[src/hdl/measure_timer_regs.svh]
// constants for the pulse measure timer channel group
// assumes inclusion by bare name from the package and the design module
`ifndef MEASURE_TIMER_REGS_SVH
`define MEASURE_TIMER_REGS_SVH
`define MT_CHANNELS      6
`define MT_CNT_W         16
`define MT_RELOAD_READ   16'hffff
`define MT_CNT_RESET     16'h0000
`define MT_MODE_W        2
`define MT_MODE_TIMER    2'h0
`define MT_MODE_EVENT    2'h1
`define MT_MODE_MEASURE  2'h2
`define MT_PRESCALE      8'h01
`endif

[src/hdl/measure_timer_pkg.sv]
// types for the pulse measure timer channel group
// assumes measure_timer_regs.svh is on the include path
`include "measure_timer_regs.svh"
package measure_timer_pkg;
  typedef enum logic [1:0]
  {
    mode_timer   = 2'b00,
    mode_event   = 2'b01,
    mode_measure = 2'b10,
    mode_unused  = 2'b11
  } mode_t;
  typedef enum logic [1:0]
  {
    ph_halted  = 2'b00,
    ph_waiting = 2'b01,
    ph_running = 2'b10
  } phase_t;
endpackage : measure_timer_pkg

[src/hdl/measure_timer.sv]
// one 16-bit timer channel: timer, event counter and pulse period or width measurement
// assumes synchronous inputs, a single 100 MHz clock, one instance per channel
// assumes software loads the counter before every start
// assumes the group of six channels is built from six instances side by side
`timescale 1ns/1ns
`include "measure_timer_regs.svh"

////////////////////////////////////////////////////////////////////////
// behaviour in short
// - timer and event modes count down and reload from the preset at zero
// - measurement counts up from whatever the counter held at start
// - each valid edge captures the running count and restarts from zero
// - the first capture after start is stale and raises no request
// - an up-count wrap sets the overflow flag and raises a request
// - the overflow flag clears only on a mode write armed by a later tick
// - mode code 3 is idle: the counter neither counts nor reloads
// limitation: no read strobe, so the read-back is sampled every cycle
// trade-off: read-back is one cycle late but comes from a flip-flop
////////////////////////////////////////////////////////////////////////


module measure_timer
  import measure_timer_pkg::*;
#(
  parameter int          CNT_W    = `MT_CNT_W,
  parameter logic [7:0]  PRESCALE = `MT_PRESCALE
)
(
  input  wire logic             clk,
  input  wire logic             rstn,
  input  wire logic             ce,
  input  wire logic             start,
  input  wire logic [1:0]       mode_sel,
  input  wire logic             width_sel,
  input  wire logic             mode_wr,
  input  wire logic             cnt_wr,
  input  wire logic [CNT_W-1:0] cnt_wdata,
  input  wire logic             pulse_in,
  output logic      [CNT_W-1:0] cnt_rdata,
  output logic      [CNT_W-1:0] reload_q,
  output logic                  overflow_q,
  output logic                  irq_q
);

  ////////////////////////////////////////////////////////////////////////
  // state
  logic [CNT_W-1:0] cnt_q;
  logic [CNT_W-1:0] preset_q;
  logic [7:0]       pre_q;
  phase_t           phase_q;
  logic             pin_q;
  logic             width_q;
  logic             first_edge_q;
  logic             tick_seen_q;
  logic             start_q;

  ////////////////////////////////////////////////////////////////////////
  // constants cut to the counter width on purpose
  localparam logic [CNT_W-1:0] CNT_RESET = CNT_W'(`MT_CNT_RESET);
  localparam logic [CNT_W-1:0] RELOAD_RD = CNT_W'(`MT_RELOAD_READ);
  localparam logic [CNT_W-1:0] CNT_ONE   = {{(CNT_W-1){1'b0}}, 1'b1};
  localparam logic [CNT_W-1:0] CNT_ALL1  = {CNT_W{1'b1}};

  ////////////////////////////////////////////////////////////////////////
  // helpers
  // one count step, up for measurement, down for timer and event modes
  function automatic logic [CNT_W-1:0] step_cnt
  (
    input logic [CNT_W-1:0] val,
    input logic             up
  );
    step_cnt = up ? val + CNT_ONE : val - CNT_ONE;
  endfunction : step_cnt

  // mode decode shared by every qualifier below
  function automatic logic mode_is
  (
    input logic [1:0] sel,
    input logic [1:0] code
  );
    mode_is = (sel == code);
  endfunction : mode_is

  ////////////////////////////////////////////////////////////////////////
  // decode
  // count source and mode qualifiers
  wire       tick       = (pre_q == PRESCALE - 8'h01);
  wire       measuring  = mode_is(mode_sel, `MT_MODE_MEASURE);
  wire       event_mode = mode_is(mode_sel, `MT_MODE_EVENT);
  // code 3 is idle, so only timer and event codes count down
  wire       down_mode  = mode_is(mode_sel, `MT_MODE_TIMER) | event_mode;
  wire       running    = start & (phase_q != ph_halted);

  // pin edges against last cycle's level
  wire       rise       = pulse_in & ~pin_q;
  wire       fall       = ~pulse_in & pin_q;
  // period measures rise to rise, width measures every transition
  wire       valid_edge = width_q ? (rise | fall) : rise;
  wire       cnt_event  = event_mode ? rise : tick;
  wire       at_end     = (cnt_q == {CNT_W{1'b0}});

  // events that move the counter, raise a request or clear the overflow flag
  wire       meas_edge  = running & measuring & valid_edge;
  wire       meas_wrap  = running & measuring & tick & (cnt_q == CNT_ALL1);
  wire       reload_now = running & down_mode & cnt_event & at_end;
  wire       sel_change = running & measuring & (width_sel != width_q);
  wire       ovf_clear  = mode_wr & tick_seen_q & overflow_q;

  // request sources; the first capture after start stays silent
  wire       irq_capture = meas_edge & ~first_edge_q;
  wire       irq_d       = irq_capture | meas_wrap | sel_change | reload_now;

  // reload instant reads FFFF; halted reads give the written preset
  wire [CNT_W-1:0] rd_d = ~running ? preset_q :
                          (reload_now ? RELOAD_RD : cnt_q);

  ////////////////////////////////////////////////////////////////////////
  // prescaler, the count source
  always_ff @(posedge clk)
  begin
    if (!rstn)
      pre_q <= 8'h00;
    else if (ce)
      pre_q <= (tick | ~running) ? 8'h00 : pre_q + 8'h01;
  end

  ////////////////////////////////////////////////////////////////////////
  // phase, pin history and select tracking
  always_ff @(posedge clk)
  begin
    if (!rstn)
    begin
      phase_q      <= ph_halted;
      pin_q        <= 1'b0;
      width_q      <= 1'b0;
      first_edge_q <= 1'b0;
      start_q      <= 1'b0;
    end
    else if (ce)
    begin
      pin_q   <= pulse_in;
      width_q <= width_sel;
      start_q <= start;
      if (!start)
        phase_q <= ph_halted;
      else if (!start_q)
        phase_q <= ph_waiting;
      else
        phase_q <= ph_running;
      if (start & ~start_q)
        first_edge_q <= 1'b1;
      else if (meas_edge)
        first_edge_q <= 1'b0;
    end
  end

  ////////////////////////////////////////////////////////////////////////
  // counter; the preset is whatever software loaded, never cleared by start
  always_ff @(posedge clk)
  begin
    if (!rstn)
    begin
      cnt_q    <= CNT_RESET; // software must load before start
      preset_q <= CNT_RESET;
    end
    else if (ce)
    begin
      if (cnt_wr)
        preset_q <= cnt_wdata;
      if (cnt_wr & ~running)
        cnt_q <= cnt_wdata;
      else if (meas_edge)
        cnt_q <= {CNT_W{1'b0}};
      else if (running & measuring & tick)
        cnt_q <= step_cnt(cnt_q, 1'b1); // starts from stale value
      else if (reload_now)
        cnt_q <= preset_q;
      else if (running & down_mode & cnt_event)
        cnt_q <= step_cnt(cnt_q, 1'b0);
    end
  end

  ////////////////////////////////////////////////////////////////////////
  // capture, overflow and interrupt request; the overflow set wins over its clear
  always_ff @(posedge clk)
  begin
    if (!rstn)
    begin
      reload_q    <= CNT_RESET;
      overflow_q  <= 1'b0;
      irq_q       <= 1'b0;
      tick_seen_q <= 1'b0;
      cnt_rdata   <= CNT_RESET;
    end
    else if (ce)
    begin
      cnt_rdata <= rd_d;
      if (meas_edge)
        reload_q <= cnt_q; // first capture is stale data
      // arm the clear only after start, overflow and then one tick
      if (!overflow_q | ~running)
        tick_seen_q <= 1'b0;
      else if (tick)
        tick_seen_q <= 1'b1;
      if (meas_wrap)
        overflow_q <= 1'b1;
      else if (ovf_clear)
        overflow_q <= 1'b0;
      // registered copy of the sources each enabled cycle; held while ce is low
      irq_q <= irq_d;
    end
  end

endmodule : measure_timer

[config.mk]
export PLATFORM = sky130hd
export DESIGN_NAME = measure_timer
export DESIGN_NICKNAME = d
export VERILOG_FILES = /design/src/hdl/measure_timer_pkg.sv /design/src/hdl/measure_timer.sv
export VERILOG_INCLUDE_DIRS = /design/src /design/src/hdl
export SDC_FILE = /design/constraint.sdc
export NUM_CORES = 1
export LEC_CHECK = 0
export BUFFER_PORTS_ARGS = -buffer_cell sky130_fd_sc_hd__buf_2
export CORE_AREA = 2 2 96 98
export DETAILED_ROUTE_END_ITERATION = 16
export DIE_AREA = 0 0 98 100
export GPL_TIMING_DRIVEN = 0
export HOLD_SLACK_MARGIN = 0.06
export MAX_ROUTING_LAYER = met4
export PLACE_DENSITY_LB_ADDON = 0.3
export SLEW_MARGIN = 20
export SYNTH_ARGS = -nofsm -noshare
export SYNTH_HDL_FRONTEND = slang
export SYNTH_SLANG_ARGS = --single-unit
[constraint.sdc]
create_clock -name clk -period 3.6 [get_ports clk]
set_input_delay 0.18 -clock clk [delete_from_list [all_inputs] [get_ports clk]]
set_output_delay 0.18 -clock clk [all_outputs]
set_load 0.02 [all_outputs]
# Word level (Yosys, flattened, before mapping)
# Cells that the tools add are included.
[word_totals] regBits=81 input_bits=26 output_inout_bits=34 word_cells=81
[classes] add_sub_neg=3 n_eq_ne=4 n_mux=18 bitwise=28 reduce_logical=15
[op_table] op="2-to-1 mux 16 bit" n=7
[op_table] op="adder 16 x 1 -> 16 bit, second input constant" n=1
[op_table] op="bitwise AND 1 bit" n=16
[op_table] op="equality test 16 bit, second input constant" n=1
[op_table] op="zero test 16 bit" n=1
[op_table] op="subtractor 16 x 1 -> 16 bit, second input constant" n=1
[op_table] op="AND reduction 2 bit" n=6
[op_table] op="adder 8 x 1 -> 8 bit, second input constant" n=1
[op_table] op="zero test 8 bit" n=1
[op_table] op="2-to-1 mux 1 bit" n=8
[op_table] op="2-to-1 mux 8 bit" n=1
[op_table] op="nonzero test 2 bit" n=4
[op_table] op="OR 1 bit" n=7
[op_table] op="NOT 1 bit" n=5
[op_table] op="nonzero test 5 bit" n=1
[op_table] op="2-to-1 mux 2 bit" n=2
[op_table] op="equality test 2 x 1 -> 1 bit, second input constant" n=1
[op_table] op="equality test 2 bit, second input constant" n=1
[op_table] op="zero test 2 bit" n=1
[op_table] op="zero test 1 bit" n=1
[op_table] op="!= test 1 bit" n=1

# Logic depth before layout (Yosys ltp)
# Gate-level depths: netlist of the first run.
[logic_depth] ltp_word=9 depth_mapped=10 mapped_depth_nobuf=8

# Worst setup path after synthesis of the first run
# Ideal clock, no wire load.
[synth_path] path_kind="register to register" start="register cnt_q[10]" end="register cnt_q[8]" setup_time_ns=0.138 t_arrival_ns=2.389 required_time_ns=3.462 path_slack_ns=1.073 stages_incl_launch_ff=10 n_path_buf=3 synth_period_minus_slack_ns=2.527 path_cell_list="dfxtp_1 -> buf_6 -> or4_4 -> or4_1 -> or4b_4 -> buf_6 -> buf_6 -> o21a_1 -> nand3_1 -> a31oi_1"
[synth_between] elab_chain_cells=6 elab_cells_between_ends=8 cone_classes="mux (4); bitwise (1); reduce/logical (3)"
[synth_rtl] item="start: declaration" line_no="measure_timer.sv:47" rtl="logic [CNT_W-1:0] cnt_q;"
[synth_rtl] item="start signal: assignment" line_no="measure_timer.sv:171" rtl="cnt_q <= cnt_wdata;"
[synth_rtl] item="start signal: assignment" line_no="measure_timer.sv:173" rtl="cnt_q <= {CNT_W{1'b0}};"
[synth_rtl] item="start signal: assignment" line_no="measure_timer.sv:175" rtl="cnt_q <= step_cnt(cnt_q, 1'b1);"
[synth_rtl] item="zero test 16 bit *" line_no="measure_timer.sv:100" rtl="wire at_end = (cnt_q == {CNT_W{1'b0}});"
[synth_rtl] item="bitwise AND 1 bit *" line_no="measure_timer.sv:105" rtl="wire reload_now = running & down_mode & cnt_event & at_end;"
[synth_rtl] item="2-to-1 mux 16 bit" line_no="measure_timer.sv:176" rtl="else if (reload_now)"
[synth_rtl] item="2-to-1 mux 16 bit" line_no="measure_timer.sv:174" rtl="else if (running & measuring & tick)"
[synth_rtl] item="2-to-1 mux 16 bit" line_no="measure_timer.sv:172" rtl="else if (meas_edge)"
[synth_rtl] item="2-to-1 mux 16 bit" line_no="measure_timer.sv:170" rtl="if (cnt_wr & ~running)"
# Every way passes the cells marked *; elsewhere a longest branch is shown, timed or not.
# A chain may end at the register's enable or synchronous reset.

# Final worst setup path of the first run
[layout_path] start="register pre_q[0]" end="register cnt_q[8]"
[layout_between] elab_chain_cells=8 elab_cells_between_ends=11 cone_classes="mux (5); bitwise (3); reduce/logical (3)"
[layout_rtl] item="start: declaration" line_no="measure_timer.sv:49" rtl="logic [7:0] pre_q;"
[layout_rtl] item="start signal: assignment" line_no="measure_timer.sv:124" rtl="pre_q <= (tick | ~running) ? 8'h00 : pre_q + 8'h01;"
[layout_rtl] item="zero test 8 bit *" line_no="measure_timer.sv:87" rtl="wire tick = (pre_q == PRESCALE - 8'h01);"
[layout_rtl] item="2-to-1 mux 1 bit" line_no="measure_timer.sv:99" rtl="wire cnt_event = event_mode ? rise : tick;"
[layout_rtl] item="bitwise AND 1 bit" line_no="measure_timer.sv:105, measure_timer.sv:178"
[layout_rtl] item="bitwise AND 1 bit" line_no="measure_timer.sv:105"
[layout_rtl] item="2-to-1 mux 16 bit" line_no="measure_timer.sv:176"
[layout_rtl] item="2-to-1 mux 16 bit" line_no="measure_timer.sv:174"
[layout_rtl] item="2-to-1 mux 16 bit" line_no="measure_timer.sv:172"
[layout_rtl] item="2-to-1 mux 16 bit" line_no="measure_timer.sv:170"
# Marks and branches as above.

==> impl_metrics.csv, run 1 <==
group,metric,value,unit
synth,synth_edf_count,0,
power,p_int,0.00150,W
place,placed_cell_area,0.00473,mm2
timing,clock.fmax,331,MHz
timing,period_minus_slack,3.02,ns
timing,finalCritPeriodShare,0.838,
timing,worst_pin_slew,0.704,ns
clock_tree,path_clk_slew,0.09,ns
clock_tree,post_cts_buffers,0,
synth,yosysMostFrequentCell,"nand2_1",
setup_path,arrival,3.30,ns
detailed_routing,finalWirelength,13.6,mm
floorplanning,dieArea,0.00980,mm2
setup_path,worst-r2r-setup-slack,0.58,ns
power,pwr-share-comb,0.192,
synth,syn_inst,561,
synth,ys_warn_count,0,
place,port-buffer-count,59,
clock_tree,clk_latency,0.37,ns
final_layout,final_area,0.00507,mm2
run_status,status,"completed",
setup_path,endpoint_kind,"flop",
synth,synth_common_cells,"99 x nand2_1, 81 x dfxtp_1, 70 x a21oi_1, 41 x clkbuf_1, 27 x nor2_1",
floorplanning,die_w,98,um
setup_path,worstSetupPathType,"flop to flop",
detailed_routing,vias_per_cell,5.84,
global_routing,grt_pass1_wl,21.8,mm
floorplanning,num_rows,35,
detailed_routing,route.detailed.drc,0,
setup_path,critPathLaunchType,"flop",
floorplanning,core-area,0.00889,mm2
detailed_routing,dr.pass1.iters,5,
final_layout,multi_input_area,0.00241,mm2
power,peakVddDrop,0.226,mV
synth,ys_types,52,
power,p_sw_frac,0.302,
worst_hold_path,hp-class,"primary input to flop",
clock_tree,clock_path_buffers,2,
detailed_routing,via_count,4426,
setup_path,cp_max_fo,10,
global_routing,grt_max_degree,15,
synth,ys_ff_latch,81,
timing,final_hold_viol_count,0,
synth,synth_compound_area_frac,0.223,
clock_tree,cts.sinks,81,
final_layout,fillers,865,
final_layout,final_core_util,0.570,
global_routing,grt_pass1_vias,4221,
final_layout,syn_to_final_growth,18.1,%
power,clkPwrFrac,0.363,
timing,setup_viol_count_final,0,
power,pwr-share-seq,0.445,
power,cellPowerDensity,424,mW/mm2
clock_tree,htreeDepth,3,
final_layout,final_nets,674,
place,dpl.cell_count,731,
final_layout,final_cells,758,
timing,rsz0062_at_grt,"no",
place,dpl.hpwl,9.74,mm
final_layout,regArea,0.00162,mm2
final_layout,n_antenna_cell,0,
synth,synth_top_area_cell,"dfxtp_1",
clock_tree,cts_tree,"yes",
clock_tree,root_buffer,"clkbuf_8",
global_routing,grt_usage,0.287,
synth,async_flop_share,0,
timing,maxSlewViolCount,0,
detailed_routing,detail_route.iter0.violations,315,
global_routing,grt_antenna_before_repair,0,
synth,synth_xor_area_frac,0.0612,
final_layout,drive_gt1_frac,0.139,
timing,tns,0,ns
power,p_leak,1.91,nW
power,p_switching,0.000650,W
synth,synth_area_per_cell,7.65,um2
synth,synth_nets,593,
place,gp_congestion,0.973,
synth,synth_top_family_by_area,"simple AND/OR/NAND/NOR gates",
synth,ys_seq_area_frac,0.378,
job,maxCapViolCount,0,
synth,synth_adder_area_share,0.0175,
floorplanning,start_util,0.483,
clock_tree,cts_buffers,9,
synth,muxShareOfSynthArea,0.00933,
synth,ys_top_cells_by_area,"dfxtp_1 38%, nand2_1 8.7%, a21oi_1 8.2%, clkbuf_1 3.6%, o221ai_1 3.5%",
timing,skew,0.0124,ns
detailed_routing,wire_per_inst,17.9,um
setup_path,crit_required,3.89,ns
synth,synth_area,0.00429,mm2
synth,synth_top_area_frac,0.378,
global_routing,grt_overflow,0,
synth,synthFlopType,"dfxtp_1",
floorplanning,die_y,100,um
detailed_routing,drtAntennaViolNets,0,
timing,holdWs,0.0663,ns
floorplanning,io_pins,60,
timing,max_slew_margin,0.527,
synth,post_synth_and_or_nand_nor_area_fraction,0.249,
==> repair_timing <==
action / 4_1_cts / 5_1_grt
resized for setup: 0 / 0
hold buffers: 11 / 0
endpoints found under the hold margin: 11 / 0
==> layout by cell type (no fill, tap or decap), drive strengths merged, types with 18 or more instances in the layout <==
cell and instances:
a21oi 70, buf 67, clkbuf 51, dfxtp 81, nand2 100, nand2b 18
nand3 21, nor2 27, o21ai 24
==> critical path, cell delays in order, from the launching register on <==
cell and delay (ns):
dfxtp_1 0.37, inv_1 0.08, ha_1 0.15, nor4b_1 0.41, nand2_1 0.23, a211oi_1 0.35, o21a_1 0.18, clkbuf_1 0.42
clkbuf_1 0.44, o21ai_0 0.15, a31oi_1 0.17
==> cell type report <==
type                       instances  share of cell area
timing repair buffer              70              0.0800
inverter                          12             0.00889
multi-input combinational        419               0.476
clock buffer                      10              0.0272
sequential                        81               0.320
clock inverter                     6              0.0178
buffer                            49              0.0432
tap                              111              0.0274
==> path summary, 6_finish.rpt <==
kind | depth (start not counted) | to | startpoint
hold / removal | 3 | pin_q$_SDFFE_PN0P_ | pulse_in
hold reg to reg | 2 | reload_q[12]$_SDFFE_PN0P_ | reload_q[12]$_SDFFE_PN0P_
setup / recovery | 10 | cnt_q[8]$_SDFFE_PN0P_ | pre_q[0]$_SDFFE_PN0P_
setup reg to reg | 10 | cnt_q[8]$_SDFFE_PN0P_ | pre_q[0]$_SDFFE_PN0P_
==> stage by stage <==
step	total power (W)	setup WS [ns]
final	0.00215	0.583
after global routing	0.00223	0.308
after CTS	0.00215	0.655
after detailed placement	0.00137	0.680
after global placement	0.00136	0.654
after floorplan	0.00125	1.07
==> power by group through the flow <==
stage	sequential [W]	clock (W)	combinational [W]
2_1_floorplan	0.000980	0	0.000269
6_report	0.000956	0.000781	0.000413
5_1_grt	0.000961	0.000821	0.000452
3_3_place_gp	0.000975	0	0.000387
4_1_cts	0.000955	0.000786	0.000406
3_5_place_dp	0.000976	0	0.000394
==> per-layer routing <==
metal | track usage | routed length (um) | up-vias
li1 | - | - | 2136
met4 | 0.0972 | 296 | 0
met1 | 0.381 | 6010 | 2070
met2 | 0.449 | 6180 | 196
met5 | - | 0 | -
met3 | 0.0446 | 1080 | 24
==> registers in the layout (all words and copies together) (netlist names), 2 cells and up <==
name	count
pre_q	8
cnt_q	16
cnt_rdata	16
preset_q	16
phase_q	2
reload_q	16
==> cell families after synthesis <==
kind of cell	after synthesis
muxes	4
buffers and inverters	61
xor gates and xnor gates	30
adders and majority gates	6
DFF	81
and+or+nand+nor	224
AOI/OAI and AO/OA	155
Power figures use the tool's default switching activity.
==> run 2, diff against run 1 <==
==> constraint.sdc (replaced) <==
create_clock -name clk -period 2.85 [get_ports clk]
set_input_delay 0.1425 -clock clk [delete_from_list [all_inputs] [get_ports clk]]
set_output_delay 0.1425 -clock clk [all_outputs]
set_load 0.02 [all_outputs]
==> run 2 against run 1 <==
Net effect:
- register-to-register slack worse by 0.46 ns
- critical path type unchanged
- critical path depth down 1
- die area stayed put
- sequential share of layout area fell by 0.51 points
- global-route usage increased by 0.061 points
- fmax rose by 11%
- clock power up 27%
- via count rose by 1.3%
==> impl_metrics.csv, run 2 (synthesis gave the netlist of run 1 again) <==
group,metric,value,unit
timing,rsz0062_at_grt,"no",
global_routing,grt_overflow,0,
global_routing,grt_antenna_before_repair,0,
detailed_routing,drtAntennaViolNets,0,
detailed_routing,detail_route.iter0.violations,336,
setup_path,crit_family,"simple AND/OR/NAND/NOR gates",
final_layout,syn_to_final_growth,20.1,%
global_routing,grt_usage,0.287,
detailed_routing,route.detailed.drc,0,
floorplanning,dieArea,0.00980,mm2
detailed_routing,vias_per_cell,5.87,
setup_path,path_buf_inv,3,
final_layout,layout_commonest_cell,"nand2_1",
final_layout,regArea,0.00162,mm2
place,port-buffer-count,59,
final_layout,n_antenna_cell,0,
power,p_sw_frac,0.303,
global_routing,grt_pass1_wl,21.9,mm
power,power,0.00273,W
detailed_routing,wire_per_inst,18.0,um
timing,skew,0.00936,ns
run_status,status,"completed",
setup_path,crit_top_cell,"buf_6",
clock_tree,path_clk_slew,0.09,ns
clock_tree,clock_path_buffers,2,
clock_tree,cts.sinks,81,
place,gp_congestion,0.973,
power,pwr-share-seq,0.442,
clock_tree,htreeDepth,3,
global_routing,grt_max_degree,15,
power,peakVddDrop,0.288,mV
clock_tree,cts_tree,"yes",
final_layout,multi_input_area,0.00242,mm2
setup_path,worstSetupPathType,"flop to flop",
setup_path,arrival,2.97,ns
power,clkPwrFrac,0.362,
final_layout,final_area,0.00515,mm2
setup_path,endpoint_kind,"flop",
timing,max_slew_margin,0.520,
final_layout,final_nets,680,
timing,setup_viol_count_final,0,
timing,maxSlewViolCount,0,
setup_path,worst-r2r-setup-slack,0.13,ns
worst_hold_path,hp-class,"primary input to flop",
timing,worst_slack,0.126,ns
timing,final_hold_viol_count,0,
detailed_routing,finalWirelength,13.8,mm
floorplanning,num_rows,35,
place,post-place-ws,-0.0695,ns
timing,worst_pin_slew,0.717,ns
final_layout,final_core_util,0.579,
clock_tree,root_buffer,"clkbuf_8",
timing,finalCritPeriodShare,0.956,
setup_path,crit_required,3.09,ns
setup_path,path_cells,"clkbuf_1, or4_1, nor3_1, or4b_4, buf_6, buf_6, o21a_1, nand3_1, a31oi_1",
power,p_int,0.00190,W
power,cellPowerDensity,530,mW/mm2
detailed_routing,dr.pass1.iters,5,
timing,clock.fmax,367,MHz
floorplanning,die_y,100,um
floorplanning,start_util,0.483,
detailed_routing,via_count,4485,
power,p_switching,0.000828,W
global_routing,grt_pass1_vias,4250,
setup_path,max_stage_delay,0.58,ns
timing,holdWs,0.0982,ns
clock_tree,post_cts_buffers,0,
final_layout,drive_gt1_frac,0.144,
setup_path,critPathLaunchType,"flop",
setup_path,slowest_stage,"or4_1",
power,pwr-share-comb,0.196,
job,maxCapViolCount,0,
floorplanning,core-area,0.00889,mm2
final_layout,final_cell_mix,"99 x nand2_1, 81 x dfxtp_1, 70 x a21oi_1",
clock_tree,cts_buffers,9,
floorplanning,io_pins,60,
place,placed_cell_area,0.00473,mm2
power,p_leak,1.95,nW
setup_path,cp_max_fo,10,
place,dpl.hpwl,9.74,mm
floorplanning,die_w,98,um
final_layout,fillers,856,
timing,period_minus_slack,2.72,ns
clock_tree,clk_latency,0.37,ns
[run 2: changes by cell type in the layout (fill, tap and decap cells not counted), sizes merged]
cell,previous run,this run
dlygate4sd3,11,18
clkbuf,51,50
[run 2: layout make-up]
| type | instances | share of cell area |
|---|---|---|
| Tap cell | 111 | 0.0270 |
| Multi-Input combinational cell | 419 | 0.471 |
| Timing Repair Buffer | 77 | 0.0923 |
| Buffer | 48 | 0.0423 |
| Clock buffer | 10 | 0.0267 |
| Sequential cell | 81 | 0.315 |
| Clock inverter | 6 | 0.0175 |
| Inverter | 12 | 0.00874 |
[run 2: layer usage]
layer | part of all wire | track usage | vias to the layer above | wire (um)
li1 | - | - | 2149 | -
met1 | 0.46 | 0.381 | 2120 | 6270
met2 | 0.46 | 0.451 | 192 | 6280
met3 | 0.068 | 0.0446 | 24 | 937
met4 | 0.020 | 0.0972 | 0 | 274
met5 | 0 | - | - | 0
[run 2: worst paths after layout]
path,start,endpoint,cells after the start
max,cnt_q[4]$_SDFFE_PN0P_,cnt_q[8]$_SDFFE_PN0P_,9
min,start,phase_q[1]$_SDFFE_PN0P_,3
max reg2reg,cnt_q[4]$_SDFFE_PN0P_,cnt_q[8]$_SDFFE_PN0P_,9
min reg2reg,reload_q[12]$_SDFFE_PN0P_,reload_q[12]$_SDFFE_PN0P_,2
[run 2: per-stage QoR]
step,setup TNS [ns],cells
2_1_floorplan,0,561
3_3_place_gp,-0.307,731
3_5_place_dp,-0.488,731
4_1_cts,0,765
5_1_grt,0,764
6_report,0,764
[run 2: power groups by stage]
stage	combinational [W]	clock (W)	sequential [W]
after floorplan	0.000339	0	0.00124
after global placement	0.000489	0	0.00123
after detailed placement	0.000498	0	0.00123
after CTS	0.000520	0.000993	0.00121
after global routing	0.000581	0.00104	0.00121
final	0.000535	0.000988	0.00121
[run 2: worst reg2reg max path, stage by stage, from the launching register on]
cell and delay [ns]:
dfxtp_1 0.31, clkbuf_1 0.23, or4_1 0.59, nor3_1 0.29, or4b_4 0.54, buf_6 0.17, buf_6 0.15, o21a_1 0.16
nand3_1 0.07, a31oi_1 0.09
[run 2: timing repair]
item | CTS | global route
setup endpoints to repair | 10 | 16
resized for setup | 2 | 3
hold endpoints to repair | 23 | 0
hold buffers | 18 | 0
pin swaps | 0 | 0
